<file path="src/verilog/adc_ctl_pkg.sv">
// Shared constants, register map and types for the converter control block
package adc_ctl_pkg;

    // Register byte addresses on the bus
    localparam logic [15:0] OFF_EVENT_FLAGS   = 16'hA810;
    localparam logic [15:0] OFF_EVENT_ENABLES = 16'hA850;
    localparam logic [15:0] OFF_CONV_CONFIG   = 16'hD004;
    localparam logic [15:0] OFF_OFFSET_TRIM   = 16'hD008;
    localparam logic [15:0] OFF_GAIN_TRIM     = 16'hD00C;
    localparam logic [15:0] OFF_DMA_CONTROL   = 16'hD010;
    localparam logic [15:0] OFF_DMA_STATUS    = 16'hD014;
    localparam logic [15:0] OFF_RESULT_COUNT  = 16'hD01C;
    localparam logic [15:0] OFF_DONE_COUNT    = 16'hD024;

    // Event flag and enable positions
    localparam int BIT_OVERFLOW  = 4;
    localparam int BIT_GAIN_CLIP = 3;
    localparam int BIT_BUF_FULL  = 2;
    localparam int BIT_BUF_HALF  = 1;
    localparam logic [4:0] EVENT_MASK = 5'h1E;

    // Conversion config fields
    localparam int CFG_SMP_HI  = 15;
    localparam int CFG_SMP_LO  = 13;
    localparam int CFG_POS_HR  = 12;
    localparam int CFG_NEG_HR  = 11;
    localparam int CFG_POS_HI  = 10;
    localparam int CFG_POS_LO  = 7;
    localparam int CFG_NEG_HI  = 6;
    localparam int CFG_NEG_LO  = 3;
    localparam int CFG_CLK_SEL = 2;
    localparam int CFG_ON      = 0;
    localparam logic [15:0] CFG_WMASK = 16'hFFFD;

    // DMA control and status fields
    localparam int DMA_RST_BIT  = 4;
    localparam int DMA_WRAP_BIT = 1;
    localparam int DMA_LOAD_BIT = 0;
    localparam int DST_OVF_BIT  = 1;
    localparam int DST_ACT_BIT  = 0;

    // Reset values
    localparam logic [15:0] CFG_RESET  = 16'h1800;
    localparam logic [15:0] GAIN_RESET = 16'h8000;
    localparam logic [15:0] OFFS_RESET = 16'h0000;

    // Input select codes
    localparam logic [3:0] SEL_PIN_LAST = 4'h5;
    localparam logic [3:0] SEL_GND      = 4'h8;
    localparam logic [3:0] SEL_VREG_H   = 4'hB;

    // Sample length base and gain binary point
    localparam logic [13:0] SMP_BASE    = 14'h0020;
    localparam int          GAIN_FRAC   = 15;

    // Timing
    localparam int CLK_HZ     = 50_000_000;
    localparam int FAST_HZ    = 6_000_000;
    localparam int SLOW_HZ    = 1_000_000;
    localparam int STARTUP_NS = 21_000;
    localparam int CLK_MHZ    = CLK_HZ / 1_000_000;
    localparam int STARTUP_CYC = (STARTUP_NS * CLK_MHZ + 999) / 1000;
    localparam logic [5:0] DIV_FAST = 6'(CLK_HZ / FAST_HZ);
    localparam logic [5:0] DIV_SLOW = 6'(CLK_HZ / SLOW_HZ);

    // Sequencer states
    typedef enum logic [2:0] {
        SQ_OFF  = 3'b001,
        SQ_WARM = 3'b010,
        SQ_CONV = 3'b100
    } seq_t;

    // Result write toward system RAM
    typedef struct packed {
        logic        valid;
        logic [12:0] index;
        logic [15:0] data;
    } ram_wr_t;

    // Whole block state
    typedef struct packed {
        logic        ack;
        logic [31:0] rdata;
        logic [4:0]  flags;
        logic [4:0]  enables;
        logic [15:0] cfg;
        logic [15:0] offset;
        logic [15:0] gain;
        logic        wrap;
        logic        load;
        logic        dma_act;
        logic        dma_ovf;
        logic [12:0] ndt;
        logic [12:0] cndt;
        logic [12:0] idx;
        seq_t        seq;
        logic [5:0]  div;
        logic [13:0] cnt;
        logic        dbl;
        logic        res_valid;
        logic [15:0] res_data;
        ram_wr_t     ram;
    } state_t;

endpackage

</file>
<file path="src/verilog/adc_event_and_control_regs.sv">
// Converter sequencing, correction, result DMA and event registers
//
// Our own choice: the Avalon-MM interface to the registers.
`timescale 1ns/1ps

module adc_event_and_control_regs
    import adc_ctl_pkg::*;
#(
    parameter int STARTUP_CYCLES = STARTUP_CYC
) (
    input  wire logic        sys_clk_i,
    input  wire logic        rst_i,
    // Avalon-MM slave
    input  wire logic [15:0] address_i,
    input  wire logic        read_i,
    input  wire logic        write_i,
    input  wire logic [3:0]  byteenable_i,
    input  wire logic [31:0] writedata_i,
    output logic      [31:0] readdata_o,
    output logic             waitrequest_o,
    // Analog converter side
    input  wire logic [15:0] conv_data_i,
    output logic             adc_on_o,
    output logic             sample_tick_o,
    output logic             conv_take_o,
    output logic             pos_high_range_o,
    output logic             neg_high_range_o,
    output logic      [9:0]  pos_route_o,
    output logic      [9:0]  neg_route_o,
    // Result write port toward RAM
    output ram_wr_t          ram_wr_o,
    output logic             irq_o
);

    state_t r, nxt;

    // Byte-lane merge of a write into an old word
    function automatic logic [31:0] lane_merge(input logic [31:0] old,
                                               input logic [31:0] wd,
                                               input logic [3:0]  be);
        logic [31:0] m;
        m = old;
        for (int i = 0; i < 4; i++) begin
            if (be[i]) begin
                m[i*8 +: 8] = wd[i*8 +: 8];
            end
        end
        return m;
    endfunction

    // Input select decode: bits 5..0 pins, 6 gnd, 7 half ref, 8 ref,
    // 9 half regulator; reserved codes route nothing
    function automatic logic [9:0] route_decode(input logic [3:0] code);
        logic [9:0] o;
        o = 10'h000;
        if (code <= SEL_PIN_LAST) begin
            o[code] = 1'b1;
        end else if (code >= SEL_GND && code <= SEL_VREG_H) begin
            o[4'(code - SEL_GND) + 4'h6] = 1'b1;
        end
        return o;
    endfunction

    // Sample clocks for one conversion, doubled after start or change
    function automatic logic [13:0] smp_len(input logic [2:0] f,
                                            input logic       dbl);
        logic [13:0] n;
        n = SMP_BASE << f;
        return dbl ? 14'(n << 1) : n;
    endfunction

    logic        wr_go;
    logic        rd_go;
    logic        tick;
    logic        conv_end;
    logic [31:0] cur;
    logic [31:0] wm;
    logic [4:0]  ev_set;
    logic [4:0]  ev_clr;
    logic [15:0] cfg_new;
    logic signed [16:0] sum;
    logic signed [33:0] prod;
    logic [18:0] scaled;
    logic        clip;
    logic [12:0] half_pt;

    // Bus handshake: one wait cycle, then the request is answered
    assign waitrequest_o = (read_i | write_i) & ~r.ack;
    assign wr_go         = write_i & r.ack;
    assign rd_go         = read_i & ~r.ack;
    assign readdata_o    = r.rdata;

    // Converter side drive
    assign adc_on_o         = (r.seq != SQ_OFF);
    assign pos_high_range_o = r.cfg[CFG_POS_HR];
    assign neg_high_range_o = r.cfg[CFG_NEG_HR];
    assign pos_route_o = route_decode(r.cfg[CFG_POS_HI:CFG_POS_LO]);
    assign neg_route_o = route_decode(r.cfg[CFG_NEG_HI:CFG_NEG_LO]);
    assign ram_wr_o    = r.ram;

    // Only enabled flags raise the request
    assign irq_o = |(r.flags & r.enables & EVENT_MASK);

    // Sample clock enable from the selected divider
    assign tick = (r.seq == SQ_CONV) &&
                  (r.div == (r.cfg[CFG_CLK_SEL] ? DIV_SLOW : DIV_FAST)
                   - 6'h01);
    assign sample_tick_o = tick;
    assign conv_end = tick &&
                      (r.cnt == smp_len(r.cfg[CFG_SMP_HI:CFG_SMP_LO], r.dbl)
                       - 14'h0001);
    assign conv_take_o = conv_end;

    // Offset then gain; the product keeps 19 integer bits for the clip test
    assign sum    = 17'(signed'(conv_data_i)) + 17'(signed'(r.offset));
    assign prod   = 34'(sum) * 34'(signed'({1'b0, r.gain}));
    assign scaled = prod[GAIN_FRAC +: 19];
    assign clip   = ~((&scaled[18:15]) | ~(|scaled[18:15]));

    // Half point for an odd count rounds the count down
    assign half_pt = (r.ndt >> 1) - 13'h0001;

    // Current value of the addressed register, reserved bits as zero
    always_comb begin
        cur = 32'h0000_0000;
        unique case (address_i)
            OFF_EVENT_FLAGS:   cur = {27'h0, r.flags & EVENT_MASK};
            OFF_EVENT_ENABLES: cur = {27'h0, r.enables & EVENT_MASK};
            OFF_CONV_CONFIG:   cur = {16'h0, r.cfg};
            OFF_OFFSET_TRIM:   cur = {16'h0, r.offset};
            OFF_GAIN_TRIM:     cur = {16'h0, r.gain};
            OFF_DMA_CONTROL:   cur = {30'h0, r.wrap, r.load};
            OFF_DMA_STATUS:    cur = {30'h0, r.dma_ovf, r.dma_act};
            OFF_RESULT_COUNT:  cur = {19'h0, r.ndt};
            OFF_DONE_COUNT:    cur = {19'h0, r.cndt};
            default:           cur = 32'h0000_0000;
        endcase
    end

    // Next state of the whole block
    always_comb begin
        nxt          = r;
        wm           = lane_merge(cur, writedata_i, byteenable_i);
        ev_set       = 5'h00;
        ev_clr       = 5'h00;
        cfg_new      = wm[15:0] & CFG_WMASK;
        nxt.ack      = (read_i | write_i) & ~r.ack;
        nxt.ram.valid = 1'b0;
        nxt.res_valid = 1'b0;
        if (rd_go) begin
            nxt.rdata = cur;
        end

        // Sample divider runs only while converting
        if (r.seq == SQ_CONV && !tick) begin
            nxt.div = r.div + 6'h01;
        end else begin
            nxt.div = 6'h00;
        end

        // Sequencer: warm-up delay, then doubled first conversion
        unique case (r.seq)
            SQ_OFF: begin
                nxt.cnt = 14'h0000;
            end
            SQ_WARM: begin
                if (r.cnt == 14'(STARTUP_CYCLES - 1)) begin
                    nxt.seq = SQ_CONV;
                    nxt.cnt = 14'h0000;
                    nxt.dbl = 1'b1;
                end else begin
                    nxt.cnt = r.cnt + 14'h0001;
                end
            end
            SQ_CONV: begin
                if (conv_end) begin
                    nxt.cnt = 14'h0000;
                    nxt.dbl = 1'b0;
                    nxt.res_valid = 1'b1;
                    nxt.res_data  = clip ? {scaled[18], {15{~scaled[18]}}}
                                         : scaled[15:0];
                    ev_set[BIT_GAIN_CLIP] = clip;
                end else if (tick) begin
                    nxt.cnt = r.cnt + 14'h0001;
                end
            end
        endcase

        // Corrected result goes to RAM or counts as overflow
        if (r.res_valid) begin
            if (r.dma_act) begin
                nxt.ram.valid = 1'b1;
                nxt.ram.index = r.idx;
                nxt.ram.data  = r.res_data;
                nxt.cndt      = r.idx + 13'h0001;
                nxt.idx       = r.idx + 13'h0001;
                if (r.ndt > 13'h0001 && r.idx == half_pt) begin
                    ev_set[BIT_BUF_HALF] = 1'b1;
                end
                if (r.idx == r.ndt - 13'h0001) begin
                    ev_set[BIT_BUF_FULL] = 1'b1;
                    nxt.idx = 13'h0000;
                    if (!r.wrap) begin
                        nxt.dma_act = 1'b0;
                    end
                end
            end else begin
                ev_set[BIT_OVERFLOW] = 1'b1;
                nxt.dma_ovf = 1'b1;
            end
        end

        // Pending load starts the DMA one cycle after the write
        if (r.load) begin
            nxt.load    = 1'b0;
            nxt.dma_act = 1'b1;
            nxt.idx     = 13'h0000;
            nxt.cndt    = 13'h0000;
        end

        // Register writes take effect on the answered edge
        if (wr_go) begin
            unique case (address_i)
                OFF_EVENT_FLAGS: begin
                    ev_clr = wm[4:0] & EVENT_MASK;
                end
                OFF_EVENT_ENABLES: begin
                    nxt.enables = wm[4:0] & EVENT_MASK;
                end
                OFF_CONV_CONFIG: begin
                    nxt.cfg = cfg_new;
                    if (!cfg_new[CFG_ON]) begin
                        nxt.seq = SQ_OFF;
                    end else if (r.seq == SQ_OFF) begin
                        nxt.seq = SQ_WARM;
                        nxt.cnt = 14'h0000;
                    end else if (cfg_new != r.cfg) begin
                        nxt.cnt = 14'h0000;
                        nxt.dbl = 1'b1;
                        nxt.div = 6'h00;
                        nxt.res_valid = 1'b0;
                    end
                end
                OFF_OFFSET_TRIM: nxt.offset = wm[15:0];
                OFF_GAIN_TRIM:   nxt.gain   = wm[15:0];
                OFF_DMA_CONTROL: begin
                    nxt.wrap = wm[DMA_WRAP_BIT];
                    if (wm[DMA_RST_BIT]) begin
                        // Reset wins over a load in the same write
                        nxt.load    = 1'b0;
                        nxt.dma_act = 1'b0;
                        nxt.dma_ovf = 1'b0;
                        nxt.idx     = 13'h0000;
                        nxt.cndt    = 13'h0000;
                        nxt.ram.valid = 1'b0;
                    end else if (wm[DMA_LOAD_BIT]) begin
                        nxt.load = 1'b1;
                    end
                end
                OFF_RESULT_COUNT: nxt.ndt = wm[12:0];
                default: begin
                end
            endcase
        end

        // A flag set in the same cycle as its clear stays set
        nxt.flags = ((r.flags & ~ev_clr) | ev_set) & EVENT_MASK;
    end

    // Single state register
    always_ff @(posedge sys_clk_i or posedge rst_i) begin
        if (rst_i) begin
            r         <= '0;
            r.seq     <= SQ_OFF;
            r.cfg     <= CFG_RESET;
            r.gain    <= GAIN_RESET;
            r.offset  <= OFFS_RESET;
        end else begin
            r <= nxt;
        end
    end

endmodule
</file>
<file path="config.mk">
export PLATFORM = sky130hd
export DESIGN_NAME = adc_event_and_control_regs
export DESIGN_NICKNAME = d
export VERILOG_FILES = /design/src/verilog/adc_ctl_pkg.sv /design/src/verilog/adc_event_and_control_regs.sv
export SDC_FILE = /design/constraint.sdc
export NUM_CORES = 1
export LEC_CHECK = 0
export ABC_AREA = 1
export BUFFER_PORTS_ARGS = -buffer_cell sky130_fd_sc_hd__buf_4
export CAP_MARGIN = 20
export CORE_MARGIN = 8
export CORE_UTILIZATION = 58
export CTS_BUF_LIST = sky130_fd_sc_hd__clkbuf_8
export CTS_CLUSTER_DIAMETER = 100
export DETAILED_ROUTE_END_ITERATION = 8
export GPL_TIMING_DRIVEN = 0
export PLACE_DENSITY = 0.78
export SLEW_MARGIN = 20
export SYNTH_ARGS = -nofsm -noshare
export SYNTH_HDL_FRONTEND = slang
export SYNTH_SLANG_ARGS = --single-unit
</file>
<file path="constraint.sdc">
create_clock -name sys_clk_i -period 8.3 [get_ports sys_clk_i]
set_input_delay 1.245 -clock sys_clk_i [delete_from_list [all_inputs] [get_ports sys_clk_i]]
set_output_delay 1.245 -clock sys_clk_i [all_outputs]
set_load 0.02 [all_outputs]
</file>
==> results.ini, run 1 <==
[global_route]
grt-ovfl-total=0
grt_pass1_vias=21736
grt_use_total_pct=31.89
grt_start_max_net_pins=85
antenna_found_initial=1
grt_pass1_wl_mm=116.9

[synth]
yosysUniqueCellTypes=54
async_reset_ff_share_pct=100.0
synth.top_cells.by_count=679 x nand2_1, 586 x inv_1, 340 x nor2_1, 272 x fa_1, 182 x dfrtp_1
yosys.cell_count.top_type=nand2_1
synth-seq-cells=186
synthFlopType=dfrtp_1
synth_top_area_share_pct=23.76
syn_area_um2=22910
syn_area_per_cell_um2=7.451
post-synth-top-area-cell=fa_1
synth_cells=3075
yosysWarningCount=0
synthTopCellsByArea=fa_1 24%, dfrtp_1 20%, nand2_1 11%
synth-edff-count=0
ys_seq_area_share_pct=20.34

[clocking]
cts.clk_slew.worst_paths_ns=0.10
cts_tree=yes
clock-sinks=186
insertion_delay_ns=0.53
holdBufCountCts=0
h-tree-depth=4
cts-root-buf=clkbuf_8
cts_buffers=17
cts_buffer_depth=2

[critical_path]
critPathMostFrequentCell=fa_1
start_kind=input port
setup.worst_path.end_class=register
critPathLaunch=conv_data_i[0]
rr_startpoint=r[130]$_DFFE_PP0P_
arrival_ns=8.76
max_stage_delay_ns=0.59
crit_fanout=5
required_ns=8.70
crit_slowest_cell=fa_1
critical_path_class=input port to register

[die]
coreArea_um2=39370
ios=161
die_h_um=214.8
start_util_pct=58.20
num_rows=73
die_area_um2=46120
die_x_um=214.8

[worst_hold_path]
worst_hold_path_type=register to register
hold_start=r[33]$_DFFE_PP0P_

[timing]
fin_skew_ns=0.03524
setup_violations=15
fmax_mhz=119.7
period_needed_ns=8.353
grt_setup_unrepaired=true
report.final.hold_viol_count=0
slew_viol_final=0
worstMarginPinSlew_ns=1.030
fin_crit_sh_pct=100.6
slew_headroom_pct=30.83
finalSetupTns_ns=-0.6543
finalWorstSetupSlack_ns=-0.05267

[placement]
place_area_um2=24750
gp_congestion=1.024
portBuffers=124
dp_hpwl_mm=58.89
placedCellCount=3741

[run_status]
status=finished with violations
violations=setup timing

[flow_run]
drv_cap=0

[routing]
drc_errors=0
drtIter0Drc=2186
wirelength_mm=74.44
vias_per_cell=5.613
drt-wirelength-per-cell_um=19.46
vias=21474
drt_pass1_iterations=9
antenna_left=0

[cells_and_area]
drive_gt1_share_pct=17.30
final_cell_area_um2=26550
stdcell_count=3826
fillers=3303
area_growth_pct=15.87
nets=3743

[per-layer routing]
metal	up-vias	share of wire, %	routed length [µm]	GRT usage (%)
li1	9739	-	-	-
met5	-	0	0	0
met4	0	6.3	4706	17.48
met2	1056	50	37140	55.31
met3	279	7.3	5443	5.379
met1	10400	36	27160	37.37
[flip-flops by register name, indices dropped and copies added, names as in the netlist]
name,cells
neg_high_range_o,1
pos_high_range_o,1
r,138
ram_wr_o,30
readdata_o,16
[worst max-delay path: cells and delay by family]
family          cells  cell delay, ns
simple gates       11            1.22
fa+ha+maj           9            4.15
buf+inv             8            0.69
xor+xnor            1            0.19
compound gates      9            1.23
[area by class of cell]
type,instances,area [µm²],share of cell area (%)
Sequential cell,186,4659,17.55
Clock buffer,19,261.5,0.9849
Inverter,607,2315,8.718
Multi-Input combinational cell,2151,16130,60.75
Buffer,146,887.1,3.341
Timing Repair Buffer,178,1448,5.452
Antenna cell,1,2.502,0.009425
Tap cell,525,656.9,2.474
Clock inverter,13,191.4,0.7210
[cells in the final DEF, fill, tap and decap left out, types with 10 or more instances in the layout]
cell type,netlist,final
a21oi_2,1,26
nor2_1,340,329
nand3_1,172,159
nor2_4,8,10
fa_2,0,20
nor3_1,26,19
xnor2_1,31,26
buf_6,5,16
nand3_2,2,13
a31oi_1,18,13
nand2_1,679,642
conb_1,1,16
or2_2,25,25
a21oi_1,88,61
clkbuf_1,63,61
nor2_2,18,27
fa_1,272,252
ha_1,112,86
o21ai_0,153,137
ha_4,0,20
dfrtp_1,182,182
nand2_2,10,40
buf_4,66,230
inv_2,8,30
inv_1,586,561
clkbuf_8,0,20
o22ai_1,13,13
nand4_1,29,29
xor2_1,75,72
o21ai_1,2,14
[path summary, 6_finish.rpt]
path | end | slack (ns) | depth (start not counted)
worst max register to register | r[36]$_DFFE_PP0P_ | 0.29 | 37
max in group asynchronous | r[129]$_DFFE_PP1P_ | 6.50 | 4
worst min register to register | ram_wr_o[3]$_DFFE_PP0P_ | 0.49 | 2
worst max-delay path | r[36]$_DFFE_PP0P_ | -0.05 | 38
worst min-delay path | ram_wr_o[3]$_DFFE_PP0P_ | 0.49 | 2
min in group asynchronous | readdata_o[11]$_DFFE_PP0P_ | 0.67 | 2
[repair_timing]
item                       4_1_cts  5_1_grt
gates cloned                     0        2
setup endpoints to repair       17       17
pin swaps                       41      106
buffers inserted                29       21
resized for setup               79      165
[metrics by stage]
step	util [%]	hold WS [ns]	worst slack (ns)
floorplan	-	0.4422	0.01494
global placement	62.71	0.4644	-1.475
detailed placement	62.86	0.4610	-1.564
CTS	65.40	0.4832	0.006152
global route	67.44	0.5121	-0.3871
finish	67.44	0.4879	-0.05267
[cell families (layout without fill, tap and decap cells)]
group	Yosys count	in the layout	share of synthesized area, %
adders and majority gates	384	384	29.88
buffers and inverters	753	963	13.62
other	1	17	0.01637
DFF	186	186	20.34
xor gates and xnor gates	106	106	4.052
and+or+nand+nor	1328	1328	24.38
AOI/OAI and AO/OA	317	317	7.710
Power of run 1 is not shown: default switching activity piles up to over one toggle a cycle in this logic, so the estimate is an artifact.
==> run 2, diff against run 1 <==
- CELL_PAD_IN_SITES_DETAIL_PLACEMENT: default -> 1
- CELL_PAD_IN_SITES_GLOBAL_PLACEMENT: default -> 2
- CORE_UTILIZATION: 58 -> 34
==> run 2 against run 1 <==
- the run now ends clean
- register-to-register slack better by 0.13 ns
- die area up 65%
- first-iteration DRC count decreased by 58%
- sequential share of layout area shrank 0.29 points
- critical path type unchanged
- critical endpoint is now r[37]$_DFFE_PP0P_
==> results.ini, run 2 (synthesis gave the netlist of run 1 again) <==
[run_status]
status=finished, final reports clean

[flow_run]
drv_cap=0

[critical_path]
max_stage_delay_ns=0.61
crit_slowest_cell=fa_2
crit_fanout=6
rr_startpoint=r[130]$_DFFE_PP0P_
required_ns=8.77
critical_path_class=input port to register
critPathMostFrequentCell=inv_2
setup.worst_path.end_class=register
start_kind=input port
critPathLaunch=conv_data_i[0]
arrival_ns=8.65

[cells_and_area]
final_cell_mix=642 x nand2_1, 561 x inv_1, 326 x nor2_1
fillers=8281
regMostFlops=r
fin_util_pct=40.34
drive_gt1_share_pct=17.77
area_growth_pct=17.82
seq_area_um2=4659
final_common_cell=nand2_1
largest_reg_flops=138
nets=3742
multiInputGateArea_um2=16250

[timing]
report.final.hold_viol_count=0
period_needed_ns=8.183
fin_crit_sh_pct=98.59
grt_setup_unrepaired=true
setup_violations=0
fmax_mhz=122.2
worstMarginPinSlew_ns=1.089
slew_viol_final=0
fin_skew_ns=0.02231
slew_headroom_pct=27.16

[die]
coreArea_um2=66920
num_rows=95
ios=161
die_h_um=275.6
die_x_um=275.6
start_util_pct=34.24
die_area_um2=75960

[global_route]
grt_start_max_net_pins=96
antenna_found_initial=1
grt_pass1_vias=23424
grt_use_total_pct=23.04
grt_pass1_wl_mm=133.9
grt-ovfl-total=0

[worst_hold_path]
hold_start=r[44]$_DFFE_PP0P_
worst_hold_path_type=register to register

[placement]
portBuffers=124
gp_congestion=0.9319
dp_hpwl_mm=70.13

[clocking]
cts_buffers=17
holdBufCountCts=0
cts-root-buf=clkbuf_8
cts_tree=yes
h-tree-depth=4
clock-sinks=186
cts.clk_slew.worst_paths_ns=0.12
insertion_delay_ns=0.58
cts_buffer_depth=2

[routing]
drt_pass1_iterations=5
vias_per_cell=4.993
wirelength_mm=84.65
drtIter0Drc=915
drt-wirelength-per-cell_um=20.29
antenna_left=0
vias=20829
drc_errors=0

## run 2: through the flow
step           TNS, ns  hold WS, ns  instances  area (µm²)  setup slack, ns
2_1_floorplan        0       0.4422       3090       23100          0.01494
3_3_place_gp   -121.50       0.4638       4087       25120           -1.703
3_5_place_dp    -25.28       0.4681       4088       25160           -1.834
4_1_cts              0       0.4837       4157       26390         0.005929
5_1_grt         -1.758       0.5235       4172       27000          -0.1326
6_report             0       0.4837       4172       27000           0.1174
## run 2: repair_timing
action                     CTS  global route
buffers inserted            36            14
cloned                       2             1
pin swaps                   65            78
setup endpoints to repair   17            17
gates resized for setup    145           121
## run 2: cell type report
cell class | count | area share, %
diodes | 1 | 0.009270
plain buffers | 145 | 3.258
clock buffers | 17 | 0.8667
clock inverters | 14 | 0.5840
inverters | 607 | 8.598
multi-input cells | 2151 | 60.20
flip-flops and latches | 186 | 17.26
well taps | 873 | 4.046
repair buffers | 178 | 5.177
## run 2: worst paths after layout
path / depth (start not counted) / to / slack, ns
max in group asynchronous: 3 / r[45]$_DFFE_PP0P_ / 6.65
worst max register to register: 40 / r[37]$_DFFE_PP0P_ / 0.42
min in group asynchronous: 2 / ram_wr_o[17]$_DFFE_PP0P_ / 0.70
worst min register to register: 2 / ram_wr_o[14]$_DFFE_PP0P_ / 0.48
worst min-delay path: 2 / ram_wr_o[14]$_DFFE_PP0P_ / 0.48
worst max-delay path: 41 / r[37]$_DFFE_PP0P_ / 0.12
## run 2: worst max-delay path, delay by kind of cell
family	cells	cell delay, ns
fa+ha+maj	9	4.09
buf+inv	13	1.03
compound gates	6	0.95
simple gates	13	1.30
## run 2: layer usage
metal	global-route usage, %	share of wire, %
met1	26.36	39
met4	8.236	3.9
met3	2.278	2.6
met5	0	0
met2	43.98	54
Power of run 2 is left out for the same reason.
